**config.mk**
```make
export PLATFORM = sky130hd
export DESIGN_NAME = pqs_port_qos
export DESIGN_NICKNAME = d
export VERILOG_FILES = /design/src/rtl/pqs_port_qos.v /design/src/rtl/pqs_rate_limiter.v
export VERILOG_INCLUDE_DIRS = /design/src /design/src/rtl
export SDC_FILE = /design/constraint.sdc
export NUM_CORES = 2
export LEC_CHECK = 0
export ABC_AREA = 1
export BUFFER_PORTS_ARGS = -buffer_cell sky130_fd_sc_hd__buf_2
export CORE_UTILIZATION = 45
export CTS_BUF_LIST = sky130_fd_sc_hd__clkbuf_16
export CTS_CLUSTER_SIZE = 25
export DETAILED_ROUTE_END_ITERATION = 16
export PLACE_DENSITY = 0.62
export SLEW_MARGIN = 40
export SYNTH_ARGS = -nofsm -noshare
export SYNTH_HDL_FRONTEND = slang
export SYNTH_SLANG_ARGS = --single-unit
export TNS_END_PERCENT = 10
```
**constraint.sdc**
```tcl
create_clock -name clk -period 18 [get_ports clk]
set_input_delay 0.9 -clock clk [delete_from_list [all_inputs] [get_ports clk]]
set_output_delay 0.9 -clock clk [all_outputs]
set_load 0.03 [all_outputs]
```
**src/rtl/pqs_regs.vh**
```
`ifndef PQS_REGS_VH
`define PQS_REGS_VH

// ------------------------------------------------------------
// register byte offsets
// ------------------------------------------------------------
`define PQS_OFF_MODE         8'h00
`define PQS_OFF_WEIGHTS      8'h04
`define PQS_OFF_RX_CFG       8'h08
`define PQS_OFF_TX_CFG       8'h0C
`define PQS_OFF_STORM_CFG    8'h10
`define PQS_OFF_STATUS       8'h14
`define PQS_OFF_RATE_DROPS   8'h18
`define PQS_OFF_STORM_DROPS  8'h1C

// ------------------------------------------------------------
// reset values
// ------------------------------------------------------------
`define PQS_RST_MODE         4'hF
`define PQS_RST_WEIGHTS      32'h0804_0201
`define PQS_RST_RX_CFG       32'h8000_0DAC
`define PQS_RST_TX_CFG       32'h8000_0040
`define PQS_RST_STORM_CFG    32'h0000_0DAC

// ------------------------------------------------------------
// field positions
// ------------------------------------------------------------
`define PQS_UNLIM_BIT        31
`define PQS_RATE_MSB         19
`define PQS_STORM_BC_BIT     24
`define PQS_STORM_MC_BIT     25
`define PQS_STORM_UU_BIT     26

// ------------------------------------------------------------
// frame kinds and bus answers
// ------------------------------------------------------------
`define PQS_KIND_UNICAST     2'h0
`define PQS_KIND_BCAST       2'h1
`define PQS_KIND_MCAST       2'h2
`define PQS_KIND_UNKNOWN     2'h3
`define PQS_RESP_OKAY        2'h0
`define PQS_RESP_SLVERR      2'h2

// ------------------------------------------------------------
// rate limits and timing
// ------------------------------------------------------------
`define PQS_RX_MIN_KBPS      3500
`define PQS_RX_MAX_KBPS      1000000
`define PQS_TX_MIN_KBPS      64
`define PQS_TX_MAX_KBPS      1000000
`define PQS_CLK_PERIOD_NS    4
`define PQS_TICK_NS          1000
`define PQS_TICK_CYCLES      (`PQS_TICK_NS / `PQS_CLK_PERIOD_NS)
`define PQS_MBIT_PER_BYTE    40'h00_0000_1F40

`endif

```
**src/rtl/pqs_port_qos.v**
```verilog
`timescale 1ns/1ps
`include "pqs_regs.vh"

module pqs_port_qos #(
  parameter NPORTS      = 8,
  parameter OCC_W       = 10,
  parameter BURST_BYTES = 16384
) (
  // clock and reset
  input  wire              clk,
  input  wire              reset,
  // axi4-lite slave
  input  wire [7:0]        s_axi_awaddr,
  input  wire              s_axi_awvalid,
  output reg               s_axi_awready,
  input  wire [31:0]       s_axi_wdata,
  input  wire [3:0]        s_axi_wstrb,
  input  wire              s_axi_wvalid,
  output reg               s_axi_wready,
  output reg  [1:0]        s_axi_bresp,
  output reg               s_axi_bvalid,
  input  wire              s_axi_bready,
  input  wire [7:0]        s_axi_araddr,
  input  wire              s_axi_arvalid,
  output reg               s_axi_arready,
  output reg  [31:0]       s_axi_rdata,
  output reg  [1:0]        s_axi_rresp,
  output reg               s_axi_rvalid,
  input  wire              s_axi_rready,
  // ingress frame descriptors from the fabric
  input  wire              in_valid,
  output reg               in_ready,
  input  wire [2:0]        in_tag,
  input  wire [1:0]        in_kind,
  input  wire [15:0]       in_bytes,
  input  wire [NPORTS-1:0] in_dest_mask,
  input  wire [NPORTS-1:0] in_vlan_mask,
  // enqueue and drop decisions
  output reg               enq_valid,
  output reg  [1:0]        enq_queue,
  output reg               enq_flood,
  output reg  [NPORTS-1:0] enq_port_mask,
  output reg               drop_valid,
  output reg               drop_storm,
  // egress grant towards the mac
  output reg               tx_valid,
  output reg  [1:0]        tx_queue,
  input  wire              tx_ready,
  input  wire              tx_done,
  input  wire [15:0]       tx_bytes
);

  localparam [1:0] lowest_egress_queue  = 2'h0;
  localparam [1:0] second_egress_queue  = 2'h1;
  localparam [1:0] third_egress_queue   = 2'h2;
  localparam [1:0] highest_egress_queue = 2'h3;

  localparam [1:0] ST_PICK  = 2'b01;
  localparam [1:0] ST_OFFER = 2'b10;

  localparam [OCC_W-1:0] OCC_MAX = {OCC_W{1'b1}};

  // ------------------------------------------------------------
  // functions
  // ------------------------------------------------------------
  function [1:0] tag_to_queue;
    input [2:0] tag;
    begin
      case (tag)
        3'h1, 3'h2: tag_to_queue = lowest_egress_queue;
        3'h0, 3'h3: tag_to_queue = second_egress_queue;
        3'h4, 3'h5: tag_to_queue = third_egress_queue;
        default:    tag_to_queue = highest_egress_queue;
      endcase
    end
  endfunction

  // highest set bit wins: {found, index}
  function [2:0] pick_high;
    input [3:0] elig;
    begin
      if (elig[3])
        pick_high = {1'b1, highest_egress_queue};
      else if (elig[2])
        pick_high = {1'b1, third_egress_queue};
      else if (elig[1])
        pick_high = {1'b1, second_egress_queue};
      else if (elig[0])
        pick_high = {1'b1, lowest_egress_queue};
      else
        pick_high = 3'h0;
    end
  endfunction

  // next eligible after the last served: {found, index}
  function [2:0] rr_pick;
    input [3:0] elig;
    input [1:0] last;
    integer     i;
    reg   [1:0] c;
    begin
      rr_pick = 3'h0;
      c = 2'h0;
      for (i = 4; i >= 1; i = i - 1) begin
        c = last + i[1:0];
        if (elig[c])
          rr_pick = {1'b1, c};
      end
    end
  endfunction

  function [31:0] apply_strb;
    input [31:0] old;
    input [31:0] data;
    input [3:0]  strb;
    integer      b;
    begin
      apply_strb = old;
      for (b = 0; b < 4; b = b + 1) begin
        if (strb[b])
          apply_strb[8*b +: 8] = data[8*b +: 8];
      end
    end
  endfunction

  // ------------------------------------------------------------
  // state
  // ------------------------------------------------------------
  reg [3:0]       strict_mask;
  reg [31:0]      weights;
  reg [31:0]      rx_cfg;
  reg [31:0]      tx_cfg;
  reg [31:0]      storm_cfg;
  reg [31:0]      rate_drops;
  reg [31:0]      storm_drops;
  reg [OCC_W-1:0] occ [0:3];
  reg [7:0]       credit [0:3];
  reg [1:0]       last_wrr;
  reg [1:0]       state;
  reg             aw_got;
  reg             w_got;
  reg [7:0]       aw_addr;
  reg [31:0]      w_data;
  reg [3:0]       w_strb;

  wire rx_allow;
  wire tx_allow;
  wire storm_allow;

  // ------------------------------------------------------------
  // ingress decision
  // ------------------------------------------------------------
  wire       take      = in_valid & in_ready;
  wire [1:0] in_q      = tag_to_queue(in_tag);
  wire       flooded   = (in_kind != `PQS_KIND_UNICAST);
  wire       storm_en  =
    ((in_kind == `PQS_KIND_BCAST)   & storm_cfg[`PQS_STORM_BC_BIT]) |
    ((in_kind == `PQS_KIND_MCAST)   & storm_cfg[`PQS_STORM_MC_BIT]) |
    ((in_kind == `PQS_KIND_UNKNOWN) & storm_cfg[`PQS_STORM_UU_BIT]);
  wire       storm_hit = storm_en & ~storm_allow;
  wire       rate_hit  = ~rx_allow | (occ[in_q] == OCC_MAX);
  wire       drop      = storm_hit | rate_hit;
  wire       accept    = take & ~drop;

  pqs_rate_limiter #(
    .MIN_KBPS    (`PQS_RX_MIN_KBPS),
    .MAX_KBPS    (`PQS_RX_MAX_KBPS),
    .BURST_BYTES (BURST_BYTES)
  ) u_rx_limit (
    .clk          (clk),
    .reset        (reset),
    .unlimited    (rx_cfg[`PQS_UNLIM_BIT]),
    .rate_kbps    (rx_cfg[`PQS_RATE_MSB:0]),
    .charge       (accept),
    .charge_bytes (in_bytes),
    .allow        (rx_allow)
  );

  pqs_rate_limiter #(
    .MIN_KBPS    (`PQS_RX_MIN_KBPS),
    .MAX_KBPS    (`PQS_RX_MAX_KBPS),
    .BURST_BYTES (BURST_BYTES)
  ) u_storm_limit (
    .clk          (clk),
    .reset        (reset),
    .unlimited    (1'b0),
    .rate_kbps    (storm_cfg[`PQS_RATE_MSB:0]),
    .charge       (accept & storm_en),
    .charge_bytes (in_bytes),
    .allow        (storm_allow)
  );

  pqs_rate_limiter #(
    .MIN_KBPS    (`PQS_TX_MIN_KBPS),
    .MAX_KBPS    (`PQS_TX_MAX_KBPS),
    .BURST_BYTES (BURST_BYTES)
  ) u_tx_limit (
    .clk          (clk),
    .reset        (reset),
    .unlimited    (tx_cfg[`PQS_UNLIM_BIT]),
    .rate_kbps    (tx_cfg[`PQS_RATE_MSB:0]),
    .charge       (tx_done),
    .charge_bytes (tx_bytes),
    .allow        (tx_allow)
  );

  // ------------------------------------------------------------
  // egress selection
  // ------------------------------------------------------------
  reg [3:0] nonempty;
  reg [3:0] weight_nz;
  reg [3:0] credit_nz;
  integer   k;
  integer   j;

  always @* begin
    for (k = 0; k < 4; k = k + 1) begin
      nonempty[k]  = (occ[k] != {OCC_W{1'b0}});
      weight_nz[k] = (weights[8*k +: 8] != 8'h00);
      credit_nz[k] = (credit[k] != 8'h00);
    end
  end

  wire [3:0] strict_elig = nonempty & strict_mask;
  wire [3:0] wrr_active  = nonempty & ~strict_mask & weight_nz;
  wire [3:0] wrr_elig    = wrr_active & credit_nz;
  wire [2:0] strict_sel  = pick_high(strict_elig);
  wire [2:0] wrr_sel     = rr_pick(wrr_elig, last_wrr);
  wire       can_pick    = (state == ST_PICK) & tx_allow;
  wire       pick_strict = can_pick & strict_sel[2];
  wire       pick_wrr    = can_pick & ~strict_sel[2] & wrr_sel[2];
  wire       new_round   = can_pick & ~strict_sel[2] & ~wrr_sel[2] &
                           (wrr_active != 4'h0);
  wire [1:0] deq_q       = pick_strict ? strict_sel[1:0] : wrr_sel[1:0];
  wire       deq         = pick_strict | pick_wrr;

  always @(posedge clk or posedge reset) begin
    if (reset) begin
      state    <= ST_PICK;
      tx_valid <= 1'b0;
      tx_queue <= 2'h0;
      last_wrr <= 2'h3;
      for (j = 0; j < 4; j = j + 1) begin
        occ[j]    <= {OCC_W{1'b0}};
        credit[j] <= 8'h00;
      end
    end else begin
      for (j = 0; j < 4; j = j + 1) begin
        if (accept && (in_q == j[1:0]) && !(deq && (deq_q == j[1:0])))
          occ[j] <= occ[j] + {{(OCC_W-1){1'b0}}, 1'b1};
        else if (!(accept && (in_q == j[1:0])) && deq && (deq_q == j[1:0]))
          occ[j] <= occ[j] - {{(OCC_W-1){1'b0}}, 1'b1};
        if (new_round)
          credit[j] <= weights[8*j +: 8];
      end
      if (pick_wrr) begin
        credit[wrr_sel[1:0]] <= credit[wrr_sel[1:0]] - 8'h01;
        last_wrr <= wrr_sel[1:0];
      end
      case (state)
        ST_PICK: begin
          if (deq) begin
            tx_valid <= 1'b1;
            tx_queue <= deq_q;
            state    <= ST_OFFER;
          end
        end
        ST_OFFER: begin
          if (tx_ready) begin
            tx_valid <= 1'b0;
            state    <= ST_PICK;
          end
        end
        default: begin
          tx_valid <= 1'b0;
          state    <= ST_PICK;
        end
      endcase
    end
  end

  // ------------------------------------------------------------
  // ingress handshake and decisions
  // ------------------------------------------------------------
  always @(posedge clk or posedge reset) begin
    if (reset) begin
      in_ready      <= 1'b0;
      enq_valid     <= 1'b0;
      enq_queue     <= 2'h0;
      enq_flood     <= 1'b0;
      enq_port_mask <= {NPORTS{1'b0}};
      drop_valid    <= 1'b0;
      drop_storm    <= 1'b0;
    end else begin
      enq_valid  <= accept;
      drop_valid <= take & drop;
      in_ready   <= ~take;
      if (take) begin
        enq_queue     <= in_q;
        enq_flood     <= flooded;
        drop_storm    <= storm_hit;
        enq_port_mask <= flooded ? in_vlan_mask : in_dest_mask;
      end
    end
  end

  // ------------------------------------------------------------
  // register read mux
  // ------------------------------------------------------------
  reg [31:0] rd_word;
  reg        rd_ok;

  always @*
    begin
      rd_ok = 1'b1;
      case (s_axi_araddr)
        `PQS_OFF_MODE:        rd_word = {28'h000_0000, strict_mask};
        `PQS_OFF_WEIGHTS:     rd_word = weights;
        `PQS_OFF_RX_CFG:      rd_word = rx_cfg;
        `PQS_OFF_TX_CFG:      rd_word = tx_cfg;
        `PQS_OFF_STORM_CFG:   rd_word = storm_cfg;
        `PQS_OFF_STATUS:      rd_word = {20'h0_0000, storm_allow, tx_allow,
                                         rx_allow, tx_valid, 2'h0,
                                         tx_queue, nonempty};
        `PQS_OFF_RATE_DROPS:  rd_word = rate_drops;
        `PQS_OFF_STORM_DROPS: rd_word = storm_drops;
        default: begin
          rd_word = 32'h0000_0000;
          rd_ok   = 1'b0;
        end
      endcase
    end

  // ------------------------------------------------------------
  // axi4-lite slave and configuration
  // ------------------------------------------------------------
  always @(posedge clk or posedge reset) begin
    if (reset) begin
      s_axi_awready <= 1'b1;
      s_axi_wready  <= 1'b1;
      s_axi_bvalid  <= 1'b0;
      s_axi_bresp   <= `PQS_RESP_OKAY;
      s_axi_arready <= 1'b1;
      s_axi_rvalid  <= 1'b0;
      s_axi_rdata   <= 32'h0000_0000;
      s_axi_rresp   <= `PQS_RESP_OKAY;
      aw_got        <= 1'b0;
      w_got         <= 1'b0;
      aw_addr       <= 8'h00;
      w_data        <= 32'h0000_0000;
      w_strb        <= 4'h0;
      strict_mask   <= `PQS_RST_MODE;
      weights       <= `PQS_RST_WEIGHTS;
      rx_cfg        <= `PQS_RST_RX_CFG;
      tx_cfg        <= `PQS_RST_TX_CFG;
      storm_cfg     <= `PQS_RST_STORM_CFG;
      rate_drops    <= 32'h0000_0000;
      storm_drops   <= 32'h0000_0000;
    end else begin
      if (take && storm_hit)
        storm_drops <= storm_drops + 32'h0000_0001;
      else if (take && rate_hit)
        rate_drops <= rate_drops + 32'h0000_0001;
      if (s_axi_awvalid && s_axi_awready) begin
        aw_got        <= 1'b1;
        aw_addr       <= s_axi_awaddr;
        s_axi_awready <= 1'b0;
      end
      if (s_axi_wvalid && s_axi_wready) begin
        w_got        <= 1'b1;
        w_data       <= s_axi_wdata;
        w_strb       <= s_axi_wstrb;
        s_axi_wready <= 1'b0;
      end
      if (aw_got && w_got && !s_axi_bvalid) begin
        aw_got       <= 1'b0;
        w_got        <= 1'b0;
        s_axi_bvalid <= 1'b1;
        s_axi_bresp  <= `PQS_RESP_OKAY;
        case (aw_addr)
          `PQS_OFF_MODE: begin
            if (w_strb[0])
              strict_mask <= w_data[3:0];
          end
          `PQS_OFF_WEIGHTS:
            weights <= apply_strb(weights, w_data, w_strb);
          `PQS_OFF_RX_CFG:
            rx_cfg <= apply_strb(rx_cfg, w_data, w_strb) & 32'h800F_FFFF;
          `PQS_OFF_TX_CFG:
            tx_cfg <= apply_strb(tx_cfg, w_data, w_strb) & 32'h800F_FFFF;
          `PQS_OFF_STORM_CFG:
            storm_cfg <= apply_strb(storm_cfg, w_data, w_strb) &
                         32'h070F_FFFF;
          `PQS_OFF_STATUS, `PQS_OFF_RATE_DROPS, `PQS_OFF_STORM_DROPS: begin
          end
          default:
            s_axi_bresp <= `PQS_RESP_SLVERR;
        endcase
      end
      if (s_axi_bvalid && s_axi_bready) begin
        s_axi_bvalid  <= 1'b0;
        s_axi_awready <= 1'b1;
        s_axi_wready  <= 1'b1;
      end
      if (s_axi_arvalid && s_axi_arready) begin
        s_axi_arready <= 1'b0;
        s_axi_rvalid  <= 1'b1;
        s_axi_rdata   <= rd_word;
        s_axi_rresp   <= rd_ok ? `PQS_RESP_OKAY : `PQS_RESP_SLVERR;
      end
      if (s_axi_rvalid && s_axi_rready) begin
        s_axi_rvalid  <= 1'b0;
        s_axi_arready <= 1'b1;
      end
    end
  end

endmodule // pqs_port_qos

```
**src/rtl/pqs_rate_limiter.v**
```verilog
`timescale 1ns/1ps
`include "pqs_regs.vh"

module pqs_rate_limiter #(
  parameter MIN_KBPS    = 3500,
  parameter MAX_KBPS    = 1000000,
  parameter BURST_BYTES = 16384
) (
  // clock and reset
  input  wire        clk,
  input  wire        reset,
  // configuration
  input  wire        unlimited,
  input  wire [19:0] rate_kbps,
  // usage
  input  wire        charge,
  input  wire [15:0] charge_bytes,
  output reg         allow
);

  localparam [19:0]        MIN_R     = MIN_KBPS;
  localparam [19:0]        MAX_R     = MAX_KBPS;
  localparam [15:0]        TICK_LAST = `PQS_TICK_CYCLES - 1;
  localparam signed [39:0] CAP       = BURST_BYTES * `PQS_MBIT_PER_BYTE;

  reg signed [39:0] credit;
  reg        [15:0] tick_cnt;
  reg        [19:0] eff;
  reg signed [39:0] cost;
  reg signed [39:0] next_credit;

  // credit in millibits: kbps equals millibits per microsecond
  always @* begin
    eff = rate_kbps;
    if (eff < MIN_R)
      eff = MIN_R;
    if (eff > MAX_R)
      eff = MAX_R;
    cost = $signed({24'h00_0000, charge_bytes}) * $signed(`PQS_MBIT_PER_BYTE);
    next_credit = credit;
    if (tick_cnt == TICK_LAST)
      next_credit = next_credit + $signed({20'h0_0000, eff});
    if (charge)
      next_credit = next_credit - cost;
    if (next_credit > CAP)
      next_credit = CAP;
  end

  always @(posedge clk or posedge reset) begin
    if (reset) begin
      credit   <= 40'sh00_0000_0000;
      tick_cnt <= 16'h0000;
      allow    <= 1'b1;
    end else begin
      tick_cnt <= (tick_cnt == TICK_LAST) ? 16'h0000 : tick_cnt + 16'h0001;
      if (unlimited) begin
        credit <= CAP;
        allow  <= 1'b1;
      end else begin
        credit <= next_credit;
        allow  <= (next_credit >= 0);
      end
    end
  end

endmodule // pqs_rate_limiter

```
==> results.sh <==
export IMPL_run_status="complete, no violations"
export IMPL_yosysTopAreaCell="dfrtp_1"
export IMPL_ys_flop_type="dfrtp_1"
export IMPL_fin_tns_setup_ps=0
export IMPL_min_path_type="input pin to asynchronous set/reset pin"
export IMPL_post_cts_buffers=0
export IMPL_drive_gt1_frac=0.0888
export IMPL_antenna_found_initial=2
export IMPL_synth_top_area_frac=0.288
export IMPL_critPathMaxStageDelay_ps=570
export IMPL_clock_sinks=514
export IMPL_diodes=0
export IMPL_num_io_pins=174
export IMPL_synth_seq_cells=514
export IMPL_path_clk_slew_ps=60
export IMPL_initial_core_util=0.455
export IMPL_cts_tree="yes"
export IMPL_grt_overflow=0
export IMPL_multi_input_area_um2=25300
export IMPL_synth_simple_area_share=0.278
export IMPL_syn_area_um2=41700
export IMPL_synthAdderAreaFrac=0.139
export IMPL_cts_root_buffer="clkbuf_16"
export IMPL_period_share=0.474
export IMPL_std_cell_rows=111
export IMPL_grt_pass1_vias=35480
export IMPL_htree_levels=2
export IMPL_drt_first_pass_iters=5
export IMPL_clk_path_buf_depth=3
export IMPL_final_min_clock_period_ps=8540
export IMPL_synth_xor_area_frac=0.0590
export IMPL_p_clk_frac=0.130
export IMPL_seqPwrFrac=0.177
export IMPL_placedCellCount=6984
export IMPL_vias_per_cell=5.30
export IMPL_path_buf_inv=5
export IMPL_synth_compound_area_share=0.129
export IMPL_dieWidth_um=306
export IMPL_post_drt_wl_per_cell_um=17.1
export IMPL_final_seq_area_um2=12900
export IMPL_wirelength_mm=121
export IMPL_p_int_w=0.00435
export IMPL_cp_data_arrival_time_ps=9050
export IMPL_drt_iter0_drc=2816
export IMPL_max_slew_worst_pin_slew_ps=828
export IMPL_die_h_um=306
export IMPL_cts_buffers=61
export IMPL_synth_edff_count=0
export IMPL_crit_required_ps=18510
export IMPL_core_um2=91700
export IMPL_synth_warning_count=0
export IMPL_nFillCells=9086
export IMPL_hold_viol=0
export IMPL_post_cts_resized=0
export IMPL_synth_top_family_by_area="simple AND/OR/NAND/NOR gates"
export IMPL_maxCapViolations=0
export IMPL_yosysUniqueCellTypes=73
export IMPL_clk_latency_ps=650
export IMPL_async_flop_share=1.00
export IMPL_peakVddDrop_mv=0.281
export IMPL_drtAntennaViolNets=0
export IMPL_cpMostUsedCell="nand2_1"
export IMPL_combPwrFrac=0.693
export IMPL_synth_area_mux_share=0.00120
export IMPL_gr_usage_all_layers=0.256
export IMPL_synth_yosys_seq_area_share=0.310
export IMPL_critPathMaxFanout=33
export IMPL_syn_avg_cell_area_um2=7.30
export IMPL_fmax_mhz=117
export IMPL_cts_hold_buf=0
export IMPL_io_buffers=171
export IMPL_switching_share=0.545
export IMPL_drv_slew=0
export IMPL_finalWeightedCongestion=0.949
export IMPL_power_density_nw_per_um2=209
export IMPL_skew_ps=28.2
export IMPL_dieArea_um2=93900
export IMPL_nets=6368
export IMPL_dp_hpwl_mm=97.1
export IMPL_syn2layout_area_growth_pct=9.75
export IMPL_end_kind="register"
export IMPL_relSlewSlack=0.443
export IMPL_worst_path_stages=42
export IMPL_grt_max_degree=105
export IMPL_grt_pass1_wl_mm=193
export IMPL_critical_path_top_delay_family="simple AND/OR/NAND/NOR gates"
export IMPL_drc_errors=0
export IMPL_worstSetupPathType="register to register"
export IMPL_rsz0062_at_grt="false"
export IMPL_yosys_top_cells_area="dfrtp_1 (29%), nand2_1 (13%), ha_1 (8.2%)"
export IMPL_p_leak_nw=23.0
export IMPL_vias=37636
export IMPL_cp_start_kind="register"
export IMPL_instances_no_fill=7097
export IMPL_setup_violations_final=0
export IMPL_syn_inst=5711
export IMPL_ff2ff_path_depth=42
export IMPL_critPathSlowestCell="dfstp_2"
export IMPL_power_switching_w=0.00520
[cell families after synthesis]
family                     Yosys count
AOI/OAI and AO/OA                  942
xor gates and xnor gates           280
adders and majority gates          392
buffers and inverters              903
DFF                                514
muxes                                5
other                                1
and+or+nand+nor                   2674
[cell usage in the layout (no fill, tap or decap), types with 26 or more instances in the layout]
master	n
nand3b_1	26
ha_1	274
a21oi_1	269
fa_1	118
xor2_1	201
dfrtp_1	480
inv_1	784
nor3_1	100
o22ai_1	38
nand4_1	103
nor2_2	29
nor4_1	54
nand3_1	278
dfstp_2	34
nor2_1	550
xnor2_1	78
clkbuf_16	61
nand2_1	1432
buf_2	171
o21ai_0	424
a21oi_2	51
[final timing paths]
kind,start,to,slack (ps)
max in group asynchronous,reset,s_axi_rdata[20],15380
setup reg to reg,rx_cfg[3],u_rx_limit.credit[22],9460
hold reg to reg,rate_drops[3],rate_drops[3],470
min in group clk,s_axi_awvalid,s_axi_awready,430
hold / removal,reset,enq_flood,310
setup / recovery,rx_cfg[3],u_rx_limit.credit[22],9460
[synthesized netlist by cell type, types with 6 or more instances]
library cell / n
nor2_2: 29
inv_1: 779
a21oi_1: 269
a31oi_1: 13
nor2_1: 550
nand3b_1: 26
a211oi_1: 6
o31ai_1: 6
a221oi_1: 8
nand2_1: 1433
clkbuf_1: 65
o21bai_1: 20
dfstp_2: 34
nor3_2: 7
a21boi_2: 7
o21ai_0: 424
buf_2: 21
buf_6: 12
o211ai_1: 16
buf_4: 6
o21ai_2: 6
or2_2: 17
nand3_1: 278
nor4_1: 56
xnor2_1: 78
nor3_1: 102
dfrtp_1: 480
o21ai_1: 24
o21a_1: 14
o22ai_1: 38
nand2_2: 24
nand4_1: 103
nand3_2: 17
inv_2: 12
fa_1: 118
ha_1: 274
a21o_1: 13
a21oi_2: 51
xor2_1: 201
[final cells by class]
class,instances,share of cell area
repair buffers,192,0.0232
well taps,1186,0.0324
inverters,797,0.0657
clock buffers,61,0.0334
flip-flops and latches,514,0.282
clock inverters,52,0.0100
multi-input cells,4295,0.553
[layer usage]
metal,routed length (um),vias to the layer above,part of all wire,GRT usage
met1,57000,17733,0.47,0.361
met4,2830,2,0.023,0.0633
met2,55100,874,0.46,0.416
met3,6130,150,0.051,0.0305
li1,-,18877,-,-
met5,7,-,0.000058,0
[flip-flops by register name, summed over array words and instances (netlist names), 40 cells and up]
name / cells
occ: 40
u_rx_limit.credit: 40
u_storm_limit.credit: 40
u_tx_limit.credit: 40
[power by group through the flow]
| stage | clock network, W | logic, W | registers (W) |
|---|---|---|---|
| 4_1_cts | 0.00127 | 0.00657 | 0.00169 |
| 2_1_floorplan | 0 | 0.00512 | 0.00165 |
| 6_report | 0.00124 | 0.00663 | 0.00169 |
| 3_3_place_gp | 0 | 0.00648 | 0.00170 |
| 3_5_place_dp | 0 | 0.00654 | 0.00170 |
| 5_1_grt | 0.00131 | 0.00747 | 0.00172 |
[worst register-to-register path: cells and delay by family (launching register included)]
kind	cells	cell delay [ps]
flip-flops	1	570
adder cells (fa/ha/maj)	4	1170
buffers and inverters	5	630
XOR/XNOR	2	250
multiplexers	1	210
AND/OR/NAND/NOR	21	3490
AO/OA/AOI/OAI	9	2070
[per-stage QoR]
stage / setup WS, ps / instance area (um2) / util / hold WS, ps / power, W
3_3_place_gp: 9210 / 43700 / 0.477 / 454 / 0.00818
5_1_grt: 8420 / 45800 / 0.499 / 359 / 0.0105
6_report: 9460 / 45800 / 0.499 / 308 / 0.00956
3_5_place_dp: 9370 / 43800 / 0.477 / 457 / 0.00824
2_1_floorplan: 2800 / 41700 / - / 442 / 0.00678
4_1_cts: 9590 / 45700 / 0.499 / 392 / 0.00953
(Power assumes the default switching activity.)
